[src/rcw_params.svh]
// constants for the runaway code watchdog: offsets, fields, resets, counts
`ifndef RCW_PARAMS_SVH
`define RCW_PARAMS_SVH

// ----------------------------------------------------------------------
// register indices, byte address is four times the index
// ----------------------------------------------------------------------
`define RCW_IDX_OPTION      16'h001f
`define RCW_IDX_CLEAR       16'hffff
`define RCW_IDX_CAUSE       16'h0020
`define RCW_IDX_STATUS      16'h0021
`define RCW_ADDR_W          18

// ----------------------------------------------------------------------
// system option register fields and reset values
// ----------------------------------------------------------------------
`define RCW_OPT_DISABLE     0
`define RCW_OPT_STOP_EN     1
`define RCW_OPT_RATE        2
`define RCW_OPT_RESET       8'h00
`define RCW_OPT_POR_ONLY    8'hf0

// ----------------------------------------------------------------------
// reset cause fields
// ----------------------------------------------------------------------
`define RCW_CAUSE_WDOG      0
`define RCW_CAUSE_ILLOP     1

// ----------------------------------------------------------------------
// counter widths and timing counts in doubled clock cycles
// ----------------------------------------------------------------------
`define RCW_PRE_W           12
`define RCW_CNT_W           6
`define RCW_SHORT_BITS      13
`define RCW_CLR_LO          4
`define RCW_CLR_HI          11
`define RCW_RST_PULSE       32
`define RCW_POR_CLEAR       4096

// ----------------------------------------------------------------------
// bus answers
// ----------------------------------------------------------------------
`define RCW_RESP_OKAY       2'h0
`define RCW_RESP_SLVERR     2'h2

`endif

[src/rcw_pkg.sv]
// types shared by the runaway code watchdog modules
package rcw_pkg;

  // ----------------------------------------------------------------------
  // watchdog phases
  // ----------------------------------------------------------------------
  typedef enum logic [1:0] {
    PH_HOLD,
    PH_COUNT,
    PH_FIRE
  } rcw_phase_t;

  // ----------------------------------------------------------------------
  // synchroniser state
  // ----------------------------------------------------------------------
  typedef struct packed {
    logic [1:0] first;
    logic [1:0] second;
  } rcw_sync_t;

  // ----------------------------------------------------------------------
  // watchdog state
  // ----------------------------------------------------------------------
  typedef struct packed {
    logic        awReady;
    logic        awHeld;
    logic [17:0] awAddr;
    logic        wReady;
    logic        wHeld;
    logic [31:0] wData;
    logic [3:0]  wStrb;
    logic        bValid;
    logic [1:0]  bResp;
    logic        arReady;
    logic        rValid;
    logic [31:0] rData;
    logic [1:0]  rResp;
    logic [7:0]  option;
    logic [1:0]  cause;
    logic [11:0] pre;
    logic [5:0]  cnt;
    rcw_phase_t  phase;
    logic [5:0]  pulseCnt;
    logic [12:0] porCnt;
    logic        porDone;
    logic        monTst;
    logic        monBlank;
    logic        sysRst;
    logic        illegalRst;
    logic        pinOe;
  } rcw_state_t;

endpackage : rcw_pkg

[src/rcw_runaway_watchdog.sv]
// runaway code watchdog with its axi4-lite register slave
//
// Contract
// - watchdog is a 6-bit counter behind a 12-bit prescaler on doubled clock
// - rate bit 1 times out at 2^13-2^4, 0 at 2^18-2^4; resets clear it
// - an overflow that was not cleared in time raises a system reset
// - any write to the clear location zeroes counter and prescaler stages 12..5
// - reading the clear location returns reset vector low byte, no side effect
// - timeout drives reset pin low 32 cycles and sets watchdog cause flag
// - the stop instruction clears the prescaler
// - power-on logic clears the prescaler 4096 cycles after power-up
// - any internal reset clears prescaler and counter
// - a reset vector fetch clears the prescaler
// - disable bit 1 stops counting and resetting; 0 runs normally
// - the watchdog never raises an interrupt, only a reset
// - monitor entry with test voltage on irq disables while voltage stays
// - monitor entry by blank vectors disables until next power-on reset
// - counting continues in wait mode; software clears it from interrupts
// - stop mode removes the clock and clears the prescaler
// - stop disallowed by option turns a stop instruction into illegal opcode reset
// - during break, test voltage on reset pin disables the watchdog
//
// Added by the designer: the AXI4-Lite slave port.
`timescale 1ns/100ps
`default_nettype none

`include "rcw_params.svh"

module rcw_runaway_watchdog
  import rcw_pkg::*;
#(
  parameter logic [7:0] RESET_VECTOR_LOW = 8'h00  // value is arbitrary
)
(
  input  wire logic        clk,
  input  wire logic        rst,
  // axi4-lite slave
  input  wire logic [17:0] s_axi_awaddr,
  input  wire logic        s_axi_awvalid,
  output logic             s_axi_awready,
  input  wire logic [31:0] s_axi_wdata,
  input  wire logic [3:0]  s_axi_wstrb,
  input  wire logic        s_axi_wvalid,
  output logic             s_axi_wready,
  output logic [1:0]       s_axi_bresp,
  output logic             s_axi_bvalid,
  input  wire logic        s_axi_bready,
  input  wire logic [17:0] s_axi_araddr,
  input  wire logic        s_axi_arvalid,
  output logic             s_axi_arready,
  output logic [31:0]      s_axi_rdata,
  output logic [1:0]       s_axi_rresp,
  output logic             s_axi_rvalid,
  input  wire logic        s_axi_rready,
  // core events on the same clock
  input  wire logic        internalReset,
  input  wire logic        vectorFetch,
  input  wire logic        stopExec,
  input  wire logic        stopMode,
  input  wire logic        monitorEnter,
  input  wire logic        blankVectors,
  input  wire logic        breakState,
  // test voltage detectors, asynchronous
  input  wire logic        irqHighVoltage,
  input  wire logic        rstHighVoltage,
  // outputs
  output logic             systemReset,
  output logic             illegalOpReset,
  output logic             rstPinOut,
  output logic             rstPinOe
);

  // ----------------------------------------------------------------------
  // byte addresses and widths
  // ----------------------------------------------------------------------
  localparam logic [17:0] ADDR_OPTION = {`RCW_IDX_OPTION, 2'b00};
  localparam logic [17:0] ADDR_CLEAR  = {`RCW_IDX_CLEAR, 2'b00};
  localparam logic [17:0] ADDR_CAUSE  = {`RCW_IDX_CAUSE, 2'b00};
  localparam logic [17:0] ADDR_STATUS = {`RCW_IDX_STATUS, 2'b00};
  localparam int          CHAIN_W     = `RCW_PRE_W + `RCW_CNT_W;
  localparam logic [5:0]  PULSE_LAST  = 6'(`RCW_RST_PULSE - 1);
  localparam logic [12:0] POR_LAST    = 13'(`RCW_POR_CLEAR - 1);

  rcw_state_t           s;
  rcw_state_t           n;
  logic [1:0]           hv;
  logic                 irqHv;
  logic                 rstHv;
  logic                 disabled;
  logic                 stopOk;
  logic [CHAIN_W-1:0]   chain;
  logic                 expire;
  logic [31:0]          rdMux;
  logic                 rdHit;

  // ----------------------------------------------------------------------
  // test voltage levels cross in through two flops
  // ----------------------------------------------------------------------
  rcw_sync u_sync (
    .clk   (clk),
    .rst   (rst),
    .async ({rstHighVoltage, irqHighVoltage}),
    .sync  (hv)
  );

  assign irqHv = hv[0];
  assign rstHv = hv[1];

  // ----------------------------------------------------------------------
  // disable conditions
  // ----------------------------------------------------------------------
  // option bit, monitor entry modes and break with test voltage
  always_comb begin
    disabled = s.option[`RCW_OPT_DISABLE]
             | s.monBlank
             | (s.monTst & (irqHv | rstHv))
             | (breakState & rstHv);
  end

  // stop only runs when the option allows it
  assign stopOk = s.option[`RCW_OPT_STOP_EN];

  // ----------------------------------------------------------------------
  // overflow detection on the counter chain
  // ----------------------------------------------------------------------
  // the chain counts through wait mode; only stop mode freezes it
  always_comb begin
    chain  = {s.cnt, s.pre};
    expire = 1'b0;
    if (s.phase == PH_COUNT && !stopMode) begin
      if (s.option[`RCW_OPT_RATE]) begin
        expire = &chain[`RCW_SHORT_BITS-1:0];
      end else begin
        expire = &chain;
      end
    end
  end

  // ----------------------------------------------------------------------
  // read decode
  // ----------------------------------------------------------------------
  // the clear location answers with the vector byte and touches nothing
  always_comb begin
    rdMux = 32'h0000_0000;
    rdHit = 1'b1;
    unique case (s_axi_araddr)
      ADDR_OPTION: rdMux = {24'h00_0000, s.option};
      ADDR_CLEAR:  rdMux = {24'h00_0000, RESET_VECTOR_LOW};
      ADDR_CAUSE:  rdMux = {30'h0000_0000, s.cause};
      ADDR_STATUS: rdMux = {12'h000, (s.phase == PH_FIRE), disabled,
                            s.cnt, s.pre};
      default:     rdHit = 1'b0;
    endcase
  end

  // ----------------------------------------------------------------------
  // next state
  // ----------------------------------------------------------------------
  always_comb begin
    n            = s;
    n.sysRst     = 1'b0;
    n.illegalRst = 1'b0;

    // write address and data are taken in either order
    if (s.awReady && s_axi_awvalid) begin
      n.awHeld  = 1'b1;
      n.awAddr  = s_axi_awaddr;
      n.awReady = 1'b0;
    end
    if (s.wReady && s_axi_wvalid) begin
      n.wHeld  = 1'b1;
      n.wData  = s_axi_wdata;
      n.wStrb  = s_axi_wstrb;
      n.wReady = 1'b0;
    end

    // response closes the write and reopens both channels
    if (s.bValid && s_axi_bready) begin
      n.bValid  = 1'b0;
      n.awReady = 1'b1;
      n.wReady  = 1'b1;
    end

    // read answers one cycle after the address is taken
    if (s.arReady && s_axi_arvalid) begin
      n.arReady = 1'b0;
      n.rValid  = 1'b1;
      n.rData   = rdMux;
      n.rResp   = rdHit ? `RCW_RESP_OKAY : `RCW_RESP_SLVERR;
    end
    if (s.rValid && s_axi_rready) begin
      n.rValid  = 1'b0;
      n.arReady = 1'b1;
    end

    // the counter chain advances every enabled cycle
    if (s.phase == PH_COUNT && !stopMode) begin
      {n.cnt, n.pre} = CHAIN_W'(chain + 1'b1);
    end

    // power-on prescaler clear happens once
    if (!s.porDone) begin
      if (s.porCnt == POR_LAST) begin
        n.porDone = 1'b1;
        n.pre     = '0;
      end else begin
        n.porCnt = s.porCnt + 13'h0001;
      end
    end

    // stop clears the prescaler and holds it while stopped
    if ((stopExec && stopOk) || stopMode) begin
      n.pre = '0;
    end

    // a stop that the option forbids becomes an illegal opcode reset
    if (stopExec && !stopOk) begin
      n.illegalRst             = 1'b1;
      n.cause[`RCW_CAUSE_ILLOP] = 1'b1;
    end

    // a reset vector fetch clears the prescaler
    if (vectorFetch) begin
      n.pre = '0;
    end

    // register write once both halves are held
    if (s.awHeld && s.wHeld && !s.bValid) begin
      n.awHeld = 1'b0;
      n.wHeld  = 1'b0;
      n.bValid = 1'b1;
      n.bResp  = `RCW_RESP_OKAY;
      unique case (s.awAddr)
        ADDR_OPTION: begin
          if (s.wStrb[0]) begin
            n.option = s.wData[7:0];
          end
        end
        ADDR_CLEAR: begin
          // any value and any strobe restarts the period
          n.cnt                          = '0;
          n.pre[`RCW_CLR_HI:`RCW_CLR_LO] = '0;
        end
        ADDR_CAUSE: begin
          // write one to clear, a new event below still wins
          if (s.wStrb[0]) begin
            n.cause = s.cause & ~s.wData[1:0];
          end
        end
        ADDR_STATUS: begin
          n.bResp = `RCW_RESP_OKAY;
        end
        default: n.bResp = `RCW_RESP_SLVERR;
      endcase
      // a forbidden stop in the same cycle keeps its flag
      if (stopExec && !stopOk) begin
        n.cause[`RCW_CAUSE_ILLOP] = 1'b1;
      end
    end

    // monitor entry mode is caught on the entry strobe
    if (monitorEnter) begin
      if (irqHv) begin
        n.monTst = 1'b1;
      end else if (blankVectors) begin
        n.monBlank = 1'b1;
      end
    end else if (s.monTst && !(irqHv || rstHv)) begin
      n.monTst = 1'b0;
    end

    // internal reset clears both stages and the low option bits
    if (internalReset) begin
      n.pre    = '0;
      n.cnt    = '0;
      n.option = s.option & `RCW_OPT_POR_ONLY;
    end

    // phase sequencing: hold, count, fire the reset pulse
    unique case (s.phase)
      PH_HOLD: begin
        n.pre = '0;
        n.cnt = '0;
        if (!disabled) begin
          n.phase = PH_COUNT;
        end
      end
      PH_COUNT: begin
        if (disabled) begin
          n.phase = PH_HOLD;
          n.pre   = '0;
          n.cnt   = '0;
        end else if (expire && !internalReset) begin
          // only a reset leaves the block, never an interrupt
          n.phase                  = PH_FIRE;
          n.sysRst                 = 1'b1;
          n.pinOe                  = 1'b1;
          n.pulseCnt               = '0;
          n.cause[`RCW_CAUSE_WDOG] = 1'b1;
          n.pre                    = '0;
          n.cnt                    = '0;
          n.option = s.option & `RCW_OPT_POR_ONLY;
        end
      end
      PH_FIRE: begin
        n.pre = '0;
        n.cnt = '0;
        if (s.pulseCnt == PULSE_LAST) begin
          n.pinOe = 1'b0;
          n.phase = PH_HOLD;
        end else begin
          n.pulseCnt = s.pulseCnt + 6'h01;
        end
      end
      // the spare phase code falls back to hold
      default: n.phase = PH_HOLD;
    endcase
  end

  // ----------------------------------------------------------------------
  // state register
  // ----------------------------------------------------------------------
  // power-on reset clears everything but the ready flags, which it sets, the blank vector latch included
  always_ff @(posedge clk) begin
    if (rst) begin
      s         <= '0;
      s.awReady <= 1'b1;
      s.wReady  <= 1'b1;
      s.arReady <= 1'b1;
      s.option  <= `RCW_OPT_RESET;
      s.phase   <= PH_HOLD;
    end else begin
      s <= n;
    end
  end

  // ----------------------------------------------------------------------
  // outputs straight from the state register, reset pin level tied low
  // ----------------------------------------------------------------------
  assign s_axi_awready  = s.awReady;
  assign s_axi_wready   = s.wReady;
  assign s_axi_bvalid   = s.bValid;
  assign s_axi_bresp    = s.bResp;
  assign s_axi_arready  = s.arReady;
  assign s_axi_rvalid   = s.rValid;
  assign s_axi_rdata    = s.rData;
  assign s_axi_rresp    = s.rResp;
  assign systemReset    = s.sysRst;
  assign illegalOpReset = s.illegalRst;
  assign rstPinOut      = 1'b0;       // open drain, only ever pulls low
  assign rstPinOe       = s.pinOe;

endmodule // rcw_runaway_watchdog

`default_nettype wire

[src/rcw_sync.sv]
// two-stage synchroniser for the test voltage detector levels
`timescale 1ns/100ps
`default_nettype none

module rcw_sync
  import rcw_pkg::*;
(
  input  wire logic       clk,
  input  wire logic       rst,
  input  wire logic [1:0] async,
  output logic      [1:0] sync
);

  rcw_sync_t s;
  rcw_sync_t n;

  // ----------------------------------------------------------------------
  // first stage feeds only the second
  // ----------------------------------------------------------------------
  always_comb begin
    n        = s;
    n.first  = async;
    n.second = s.first;
  end

  // register both stages
  always_ff @(posedge clk) begin
    if (rst) begin
      s <= '0;
    end else begin
      s <= n;
    end
  end

  assign sync = s.second;

endmodule // rcw_sync

`default_nettype wire

[config.mk]
export PLATFORM = sky130hd
export DESIGN_NAME = rcw_runaway_watchdog
export DESIGN_NICKNAME = d
export VERILOG_FILES = /design/src/rcw_pkg.sv /design/src/rcw_runaway_watchdog.sv /design/src/rcw_sync.sv
export VERILOG_INCLUDE_DIRS = /design/src
export SDC_FILE = /design/constraint.sdc
export NUM_CORES = 1
export LEC_CHECK = 0
export BUFFER_PORTS_ARGS = -buffer_cell sky130_fd_sc_hd__buf_4
export CORE_ASPECT_RATIO = 1.2
export CORE_UTILIZATION = 48
export DETAILED_ROUTE_END_ITERATION = 7
export HOLD_SLACK_MARGIN = 0.15
export MAX_ROUTING_LAYER = met4
export PLACE_DENSITY = 0.88
export SLEW_MARGIN = 20
export SYNTH_ARGS = -nofsm -noshare
export SYNTH_HDL_FRONTEND = slang
export SYNTH_SLANG_ARGS = --single-unit
[constraint.sdc]
create_clock -name clk -period 1.8 [get_ports clk]
set_clock_uncertainty 0.1 [all_clocks]
set_input_delay 0.18 -clock clk [delete_from_list [all_inputs] [get_ports clk]]
set_output_delay 0.18 -clock clk [all_outputs]
set_load 0.01 [all_outputs]
==> impl_metrics.yaml, run 1 <==
global_routing:
  grt_overflow: 0
  grt_pass1_wl_mm: 22.7
  grt_max_degree: 43
  antenna_found_initial: 0
  grt_pass1_vias: 5088
  track_usage: 0.283
synthesis:
  yosys_register_bits: 115
  ys_types: 55
  synth_edf_count: 0
  yosysWarningCount: 0
  syn_area_per_cell_um2: 8.48
  synthCells: 598
  synthArstFlopShare: 0
  synth_area_um2: 5070
  synthFlopType: "dfxtp_1"
  yosysSeqAreaShare: 0.454
power_and_ir_drop:
  vdd_ir_drop_max_mv: 0.717
  leakagePower_nw: 2.99
  power.density_nw_per_um2: 886
timing:
  max_freq_mhz: 520
  finalHoldViolCount: 0
  whs_ns: 0.153
  worst_slack_ns: -0.122
  worst_pin_slew_ns: 0.789
  fin_crit_ns: 1.92
  slew_viol_final: 0
  slew_headroom: 0.473
  rsz0062_at_grt: "true"
  finalSetupViolCount: 28
  period_share: 1.07
layout:
  layout.cells.most_common_list: "buf_4 (154), dfxtp_1 (105), nand2_1 (95)"
  nNetsFinal: 859
  drive_gt1_frac: 0.301
  final_common_cell: "buf_4"
  areaGrowthSynthToFinish_pct: 43.4
  fillers: 651
  antenna_cells: 0
floorplanning:
  chipWidth_um: 95.8
  die_area_um2: 11000
  initial_core_util: 0.499
  num_io_pins: 133
  core_region_area_um2: 10200
  die_y_um: 115
  fp-row-count: 40
drt:
  firstDrtPassIters: 5
  drc: 0
  drt-initial-drc-count: 280
  via_per_inst: 5.67
  vias: 5128
  ant_nets: 0
  wl_per_cell_um: 16.8
  drt_wl_total_mm: 15.2
critical_path:
  critPathKind: "reg -> reg"
  path_max_fanout: 6
  r2r_start: "chain[12]"
  worstPathRequired_ns: 1.99
  crit_path_end_kind: "register"
  setup.worst_path.start: "chain[12]"
  start_kind: "register"
  worstPathArrival_ns: 2.12
place:
  port-buffer-count: 90
  pre_cts_ws_ns: -0.153
  gp_congestion: 0.900
  hpwl_mm: 9.14
clocking:
  cts_max_level: 4
  clk_pin_slew_worst_paths_ns: 0.05
  cts.sink_count: 115
  cts_buffer_depth: 2
  clk_latency_ns: 0.41
  cts_root_buf: "clkbuf_16"
  cts_tree: "done"
  cts_buffers: 17
min_path:
  worstHoldPathType: "in -> reg"
  worstHoldStart: "rst"
run:
  maxCapViolations: 0
run_status:
  violations: "setup timing"
  status: "finished with violations"
-- power by group --
group          internal (mW)  switching [mW]  leakage, nW  total [mW]
registers               2.62          0.0562        0.939        2.67
clock network           2.11            1.12        0.279        3.23
logic                  0.284           0.259         1.78       0.543
total                   5.01            1.43         2.99        6.44
-- cell type report --
type	instances	area, um^2	share of cell area
multi-input cells	428	2610	0.359
flip-flops and latches	115	2310	0.318
repair buffers	198	1600	0.220
clock buffers	23	478	0.0657
well taps	126	158	0.0217
clock inverters	6	80.1	0.0110
inverters	8	30.0	0.00413
-- worst paths after layout --
path	to	cells after the start	slack (ns)
min	chain[4]	5	0.15
max reg2reg	chain[1]	6	-0.12
min reg2reg	u_sync.sync[1]	1	0.34
max	chain[1]	6	-0.12
-- repair_timing --
item / CTS / global route
endpoints found under the hold margin: 49 / 8
resized for setup: 16 / 29
setup buffers: 6 / 0
hold buffers: 40 / 2
endpoints found under the setup margin: 32 / 41
pin swaps: 9 / 10
-- critical path: stages (launching register included) --
cell and delay (ns):
dfxtp_2 0.32, nand4_1 0.17, or2_1 0.30, buf_6 0.13
or3b_4 0.43, nand4_1 0.25, nor2_1 0.10
-- registers in the layout (all words and copies together) (netlist names), 2 cells and up --
signal and count:
s 63, u_sync.n 2, u_sync.sync 2, s_axi_rdata 20
chain 18
-- metrics by stage --
| step | total power, mW | setup TNS (ns) | cells | util | area, um^2 |
|---|---|---|---|---|---|
| after floorplan | 2.94 | -0.779 | 612 | - | 5190 |
| after global placement | 3.12 | -0.932 | 828 | 0.599 | 6090 |
| after detailed placement | 3.14 | -2.30 | 828 | 0.599 | 6090 |
| after CTS | 6.38 | -0.705 | 903 | 0.704 | 7150 |
| after global routing | 6.62 | -3.21 | 904 | 0.716 | 7270 |
| final | 6.44 | -1.68 | 904 | 0.716 | 7270 |
-- logic make-up after synthesis --
| group | Yosys count | share of synthesized area |
|---|---|---|
| AO/OA/AOI/OAI | 105 | 0.130 |
| XOR/XNOR | 27 | 0.0466 |
| adder cells (fa/ha/maj) | 3 | 0.00740 |
| buffers and inverters | 69 | 0.0794 |
| flip-flops | 115 | 0.454 |
| multiplexers | 13 | 0.0259 |
| other | 1 | 0.000739 |
| AND/OR/NAND/NOR | 265 | 0.256 |
-- cells in the mapped netlist (all sizes together), types with 3 or more instances --
master  count  area [um^2]
nand2      98          368
nand4b      4         35.0
xor2       15          131
a21oi      52          260
dfxtp     115         2300
clkbuf     18         67.6
nor2b       6         37.5
nand3      20          100
and3        5         31.3
ha          3         37.5
nand4      14         87.6
a211oi      5         37.5
o21ai       7         35.0
mux2i      12          120
nor4        8         77.6
a22oi      20          150
and2        4         25.0
nor3b       5         37.5
o21a        4         30.0
inv         8         30.0
nor3        8         40.0
buf        43          305
or3         4         25.0
xnor2      12          105
and4        5         43.8
nor2       69          259
-- routing by layer --
layer	vias to the layer above	global-route usage	wire, um
li1	2366	-	-
met1	2452	0.265	5370
met4	0	0.180	729
met3	64	0.0564	846
met2	246	0.515	8290
met5	-	-	0
Note: power is estimated with default switching activity, not from simulation.
==> inputs of run 2 (changes only) <==
--- a/config.mk
+++ b/config.mk
@@ -8,11 +8,11 @@
 export LEC_CHECK = 0
 export BUFFER_PORTS_ARGS = -buffer_cell sky130_fd_sc_hd__buf_4
 export CORE_ASPECT_RATIO = 1.2
-export CORE_UTILIZATION = 48
+export CORE_UTILIZATION = 45
 export DETAILED_ROUTE_END_ITERATION = 7
 export HOLD_SLACK_MARGIN = 0.15
 export MAX_ROUTING_LAYER = met4
-export PLACE_DENSITY = 0.88
+export PLACE_DENSITY = 0.83
 export SLEW_MARGIN = 20
 export SYNTH_ARGS = -nofsm -noshare
 export SYNTH_HDL_FRONTEND = slang
==> run 2 against run 1 <==
Net effect: maximum frequency up 1.6%; critical path type unchanged; highest routed layer unchanged; the run still ends with setup timing left; setup slack better by 0.031 ns; die area up 6.5%; sequential share of layout area down 0.55 points; sequential power about the same; cell area up 2.2%; utilization down 3.9 points; count of clock-buffer cells in the layout down 5; hold slack better by 0.0070 ns.
==> impl_metrics.yaml, run 2 (synthesized netlist as in run 1, its figures left out) <==
layout:
  regMostFlops: "s"
  instances_no_fill: 918
  areaGrowthSynthToFinish_pct: 46.5
  fillers: 771
  nNetsFinal: 864
  largest_reg_flops: 63
  drive_gt1_frac: 0.318
  final_common_cell: "buf_4"
  utilization: 0.676
  multi_input_area_um2: 2620
  antenna_cells: 0
  seq_area_um2: 2320
  layout.cells.most_common_list: "buf_4 (158), dfxtp_1 (102), nand2_1 (94)"
timing:
  finalSetupViolCount: 21
  finalHoldViolCount: 0
  fin_crit_ns: 1.89
  slew_viol_final: 0
  rsz0062_at_grt: "true"
  worst_slack_ns: -0.0916
  max_freq_mhz: 529
  slew_headroom: 0.580
  worst_pin_slew_ns: 0.631
  period_share: 1.05
clocking:
  clk_latency_ns: 0.42
  cts_max_level: 4
  cts_buffers: 17
  cts_buffer_depth: 2
  clk_pin_slew_worst_paths_ns: 0.06
  cts.sink_count: 115
  cts_tree: "done"
  cts_root_buf: "clkbuf_16"
run:
  maxCapViolations: 0
critical_path:
  worstPathRequired_ns: 2.00
  cpPeakStageDelay_ns: 0.38
  worstPathArrival_ns: 2.09
  setup.worst_path.start: "s[140]"
  critical-path-slowest-cell: "or3_4"
  r2r_start: "s[140]"
  start_kind: "register"
  critPathBufInv: 0
  crit_path_end_kind: "register"
  cp_cell_sequence: "nor4_4, nand4_1, or3_4, a211o_4, mux2i_1"
  path_max_fanout: 4
  critPathKind: "reg -> reg"
  cp_top_family: "simple AND/OR/NAND/NOR gates"
power_and_ir_drop:
  vdd_ir_drop_max_mv: 0.655
  leakagePower_nw: 3.04
  power.density_nw_per_um2: 927
drt:
  firstDrtPassIters: 5
  wl_per_cell_um: 16.0
  vias: 4924
  drc: 0
  ant_nets: 0
  drt_wl_total_mm: 14.7
  drt-initial-drc-count: 225
  via_per_inst: 5.36
global_routing:
  track_usage: 0.259
  grt_pass1_vias: 4956
  grt_pass1_wl_mm: 23.0
  grt_max_degree: 31
  grt_overflow: 0
  antenna_found_initial: 0
place:
  gp_congestion: 0.913
  port-buffer-count: 90
  hpwl_mm: 9.30
  dp.cells: 834
floorplanning:
  chipWidth_um: 98.9
  fp-row-count: 42
  initial_core_util: 0.462
  die_area_um2: 11700
  core_region_area_um2: 11000
  die_y_um: 118
  num_io_pins: 133
min_path:
  worstHoldStart: "vectorFetch"
  worstHoldPathType: "in -> reg"
run_status:
  status: "finished with violations"
  violations: "setup timing"
## run 2: cell types whose count changed in the layout (fill, tap and decap cells not counted), moves of 2 or more
cell           change
buf_4              +4
a21oi_1            +2
dlygate4sd3_1      +2
dfxtp_4            +2
clkbuf_1           -3
a21oi_2            -2
clkbuf_8           -2
nor2_2             +3
nor2_1             -3
dfxtp_1            -3
bufinv_16          +3
clkinvlp_4         +6
## run 2: stage by stage
step                hold slack (ns)  instance area, um^2  total power, mW  setup TNS [ns]  setup slack, ns
detailed placement            0.286                 6100             3.14           -1.70           -0.113
floorplan                     0.167                 5190             2.94          -0.779          -0.0715
global route                  0.184                 7430             7.09           -3.07           -0.204
global placement              0.281                 6100             3.12          -0.427          -0.0496
finish                        0.160                 7430             6.88          -0.866          -0.0916
CTS                           0.152                 7290             6.86          -0.143          -0.0268
## run 2: per-layer routing
metal	GRT usage	wire, um	share of wire
met1	0.256	5580	0.38
met2	0.471	7790	0.53
met3	0.0645	721	0.049
met4	0.118	565	0.039
met5	-	0	0
## run 2: cell type report
cell class	count	area share
multi-input cells	428	0.353
flip-flops and latches	115	0.313
repair buffers	203	0.220
clock buffers	18	0.0591
clock inverters	14	0.0283
well taps	132	0.0222
inverters	8	0.00404
## run 2: power by group
part | internal, mW | switching, mW | total [mW]
combinational | 0.284 | 0.252 | 0.536
clock | 2.48 | 1.20 | 3.68
sequential | 2.62 | 0.0561 | 2.67
## run 2: worst register-to-register path, cell delays in order, from the launching register on
cell and delay (ns):
dfxtp_4 0.35, nor4_4 0.31, nand4_1 0.18, or3_4 0.38, a211o_4 0.32, mux2i_1 0.14
## run 2: path summary, 6_finish.rpt
| path | endpoint | cells past startpoint | slack [ns] |
|---|---|---|---|
| hold reg to reg | u_sync.sync[1] | 1 | 0.34 |
| setup reg to reg | s[53] | 5 | -0.09 |
| setup / recovery | s[53] | 5 | -0.09 |
| hold / removal | chain[4] | 6 | 0.16 |
## run 2: timing repair
| action | 4_1_cts | 5_1_grt |
|---|---|---|
| gates resized for setup | 17 | 37 |
| endpoints found under the hold margin | 51 | 0 |
| pin swaps | 6 | 17 |
| setup endpoints to repair | 32 | 35 |
| cloned | 0 | 0 |
| buffers inserted | 5 | 5 |
| hold buffers | 44 | 0 |
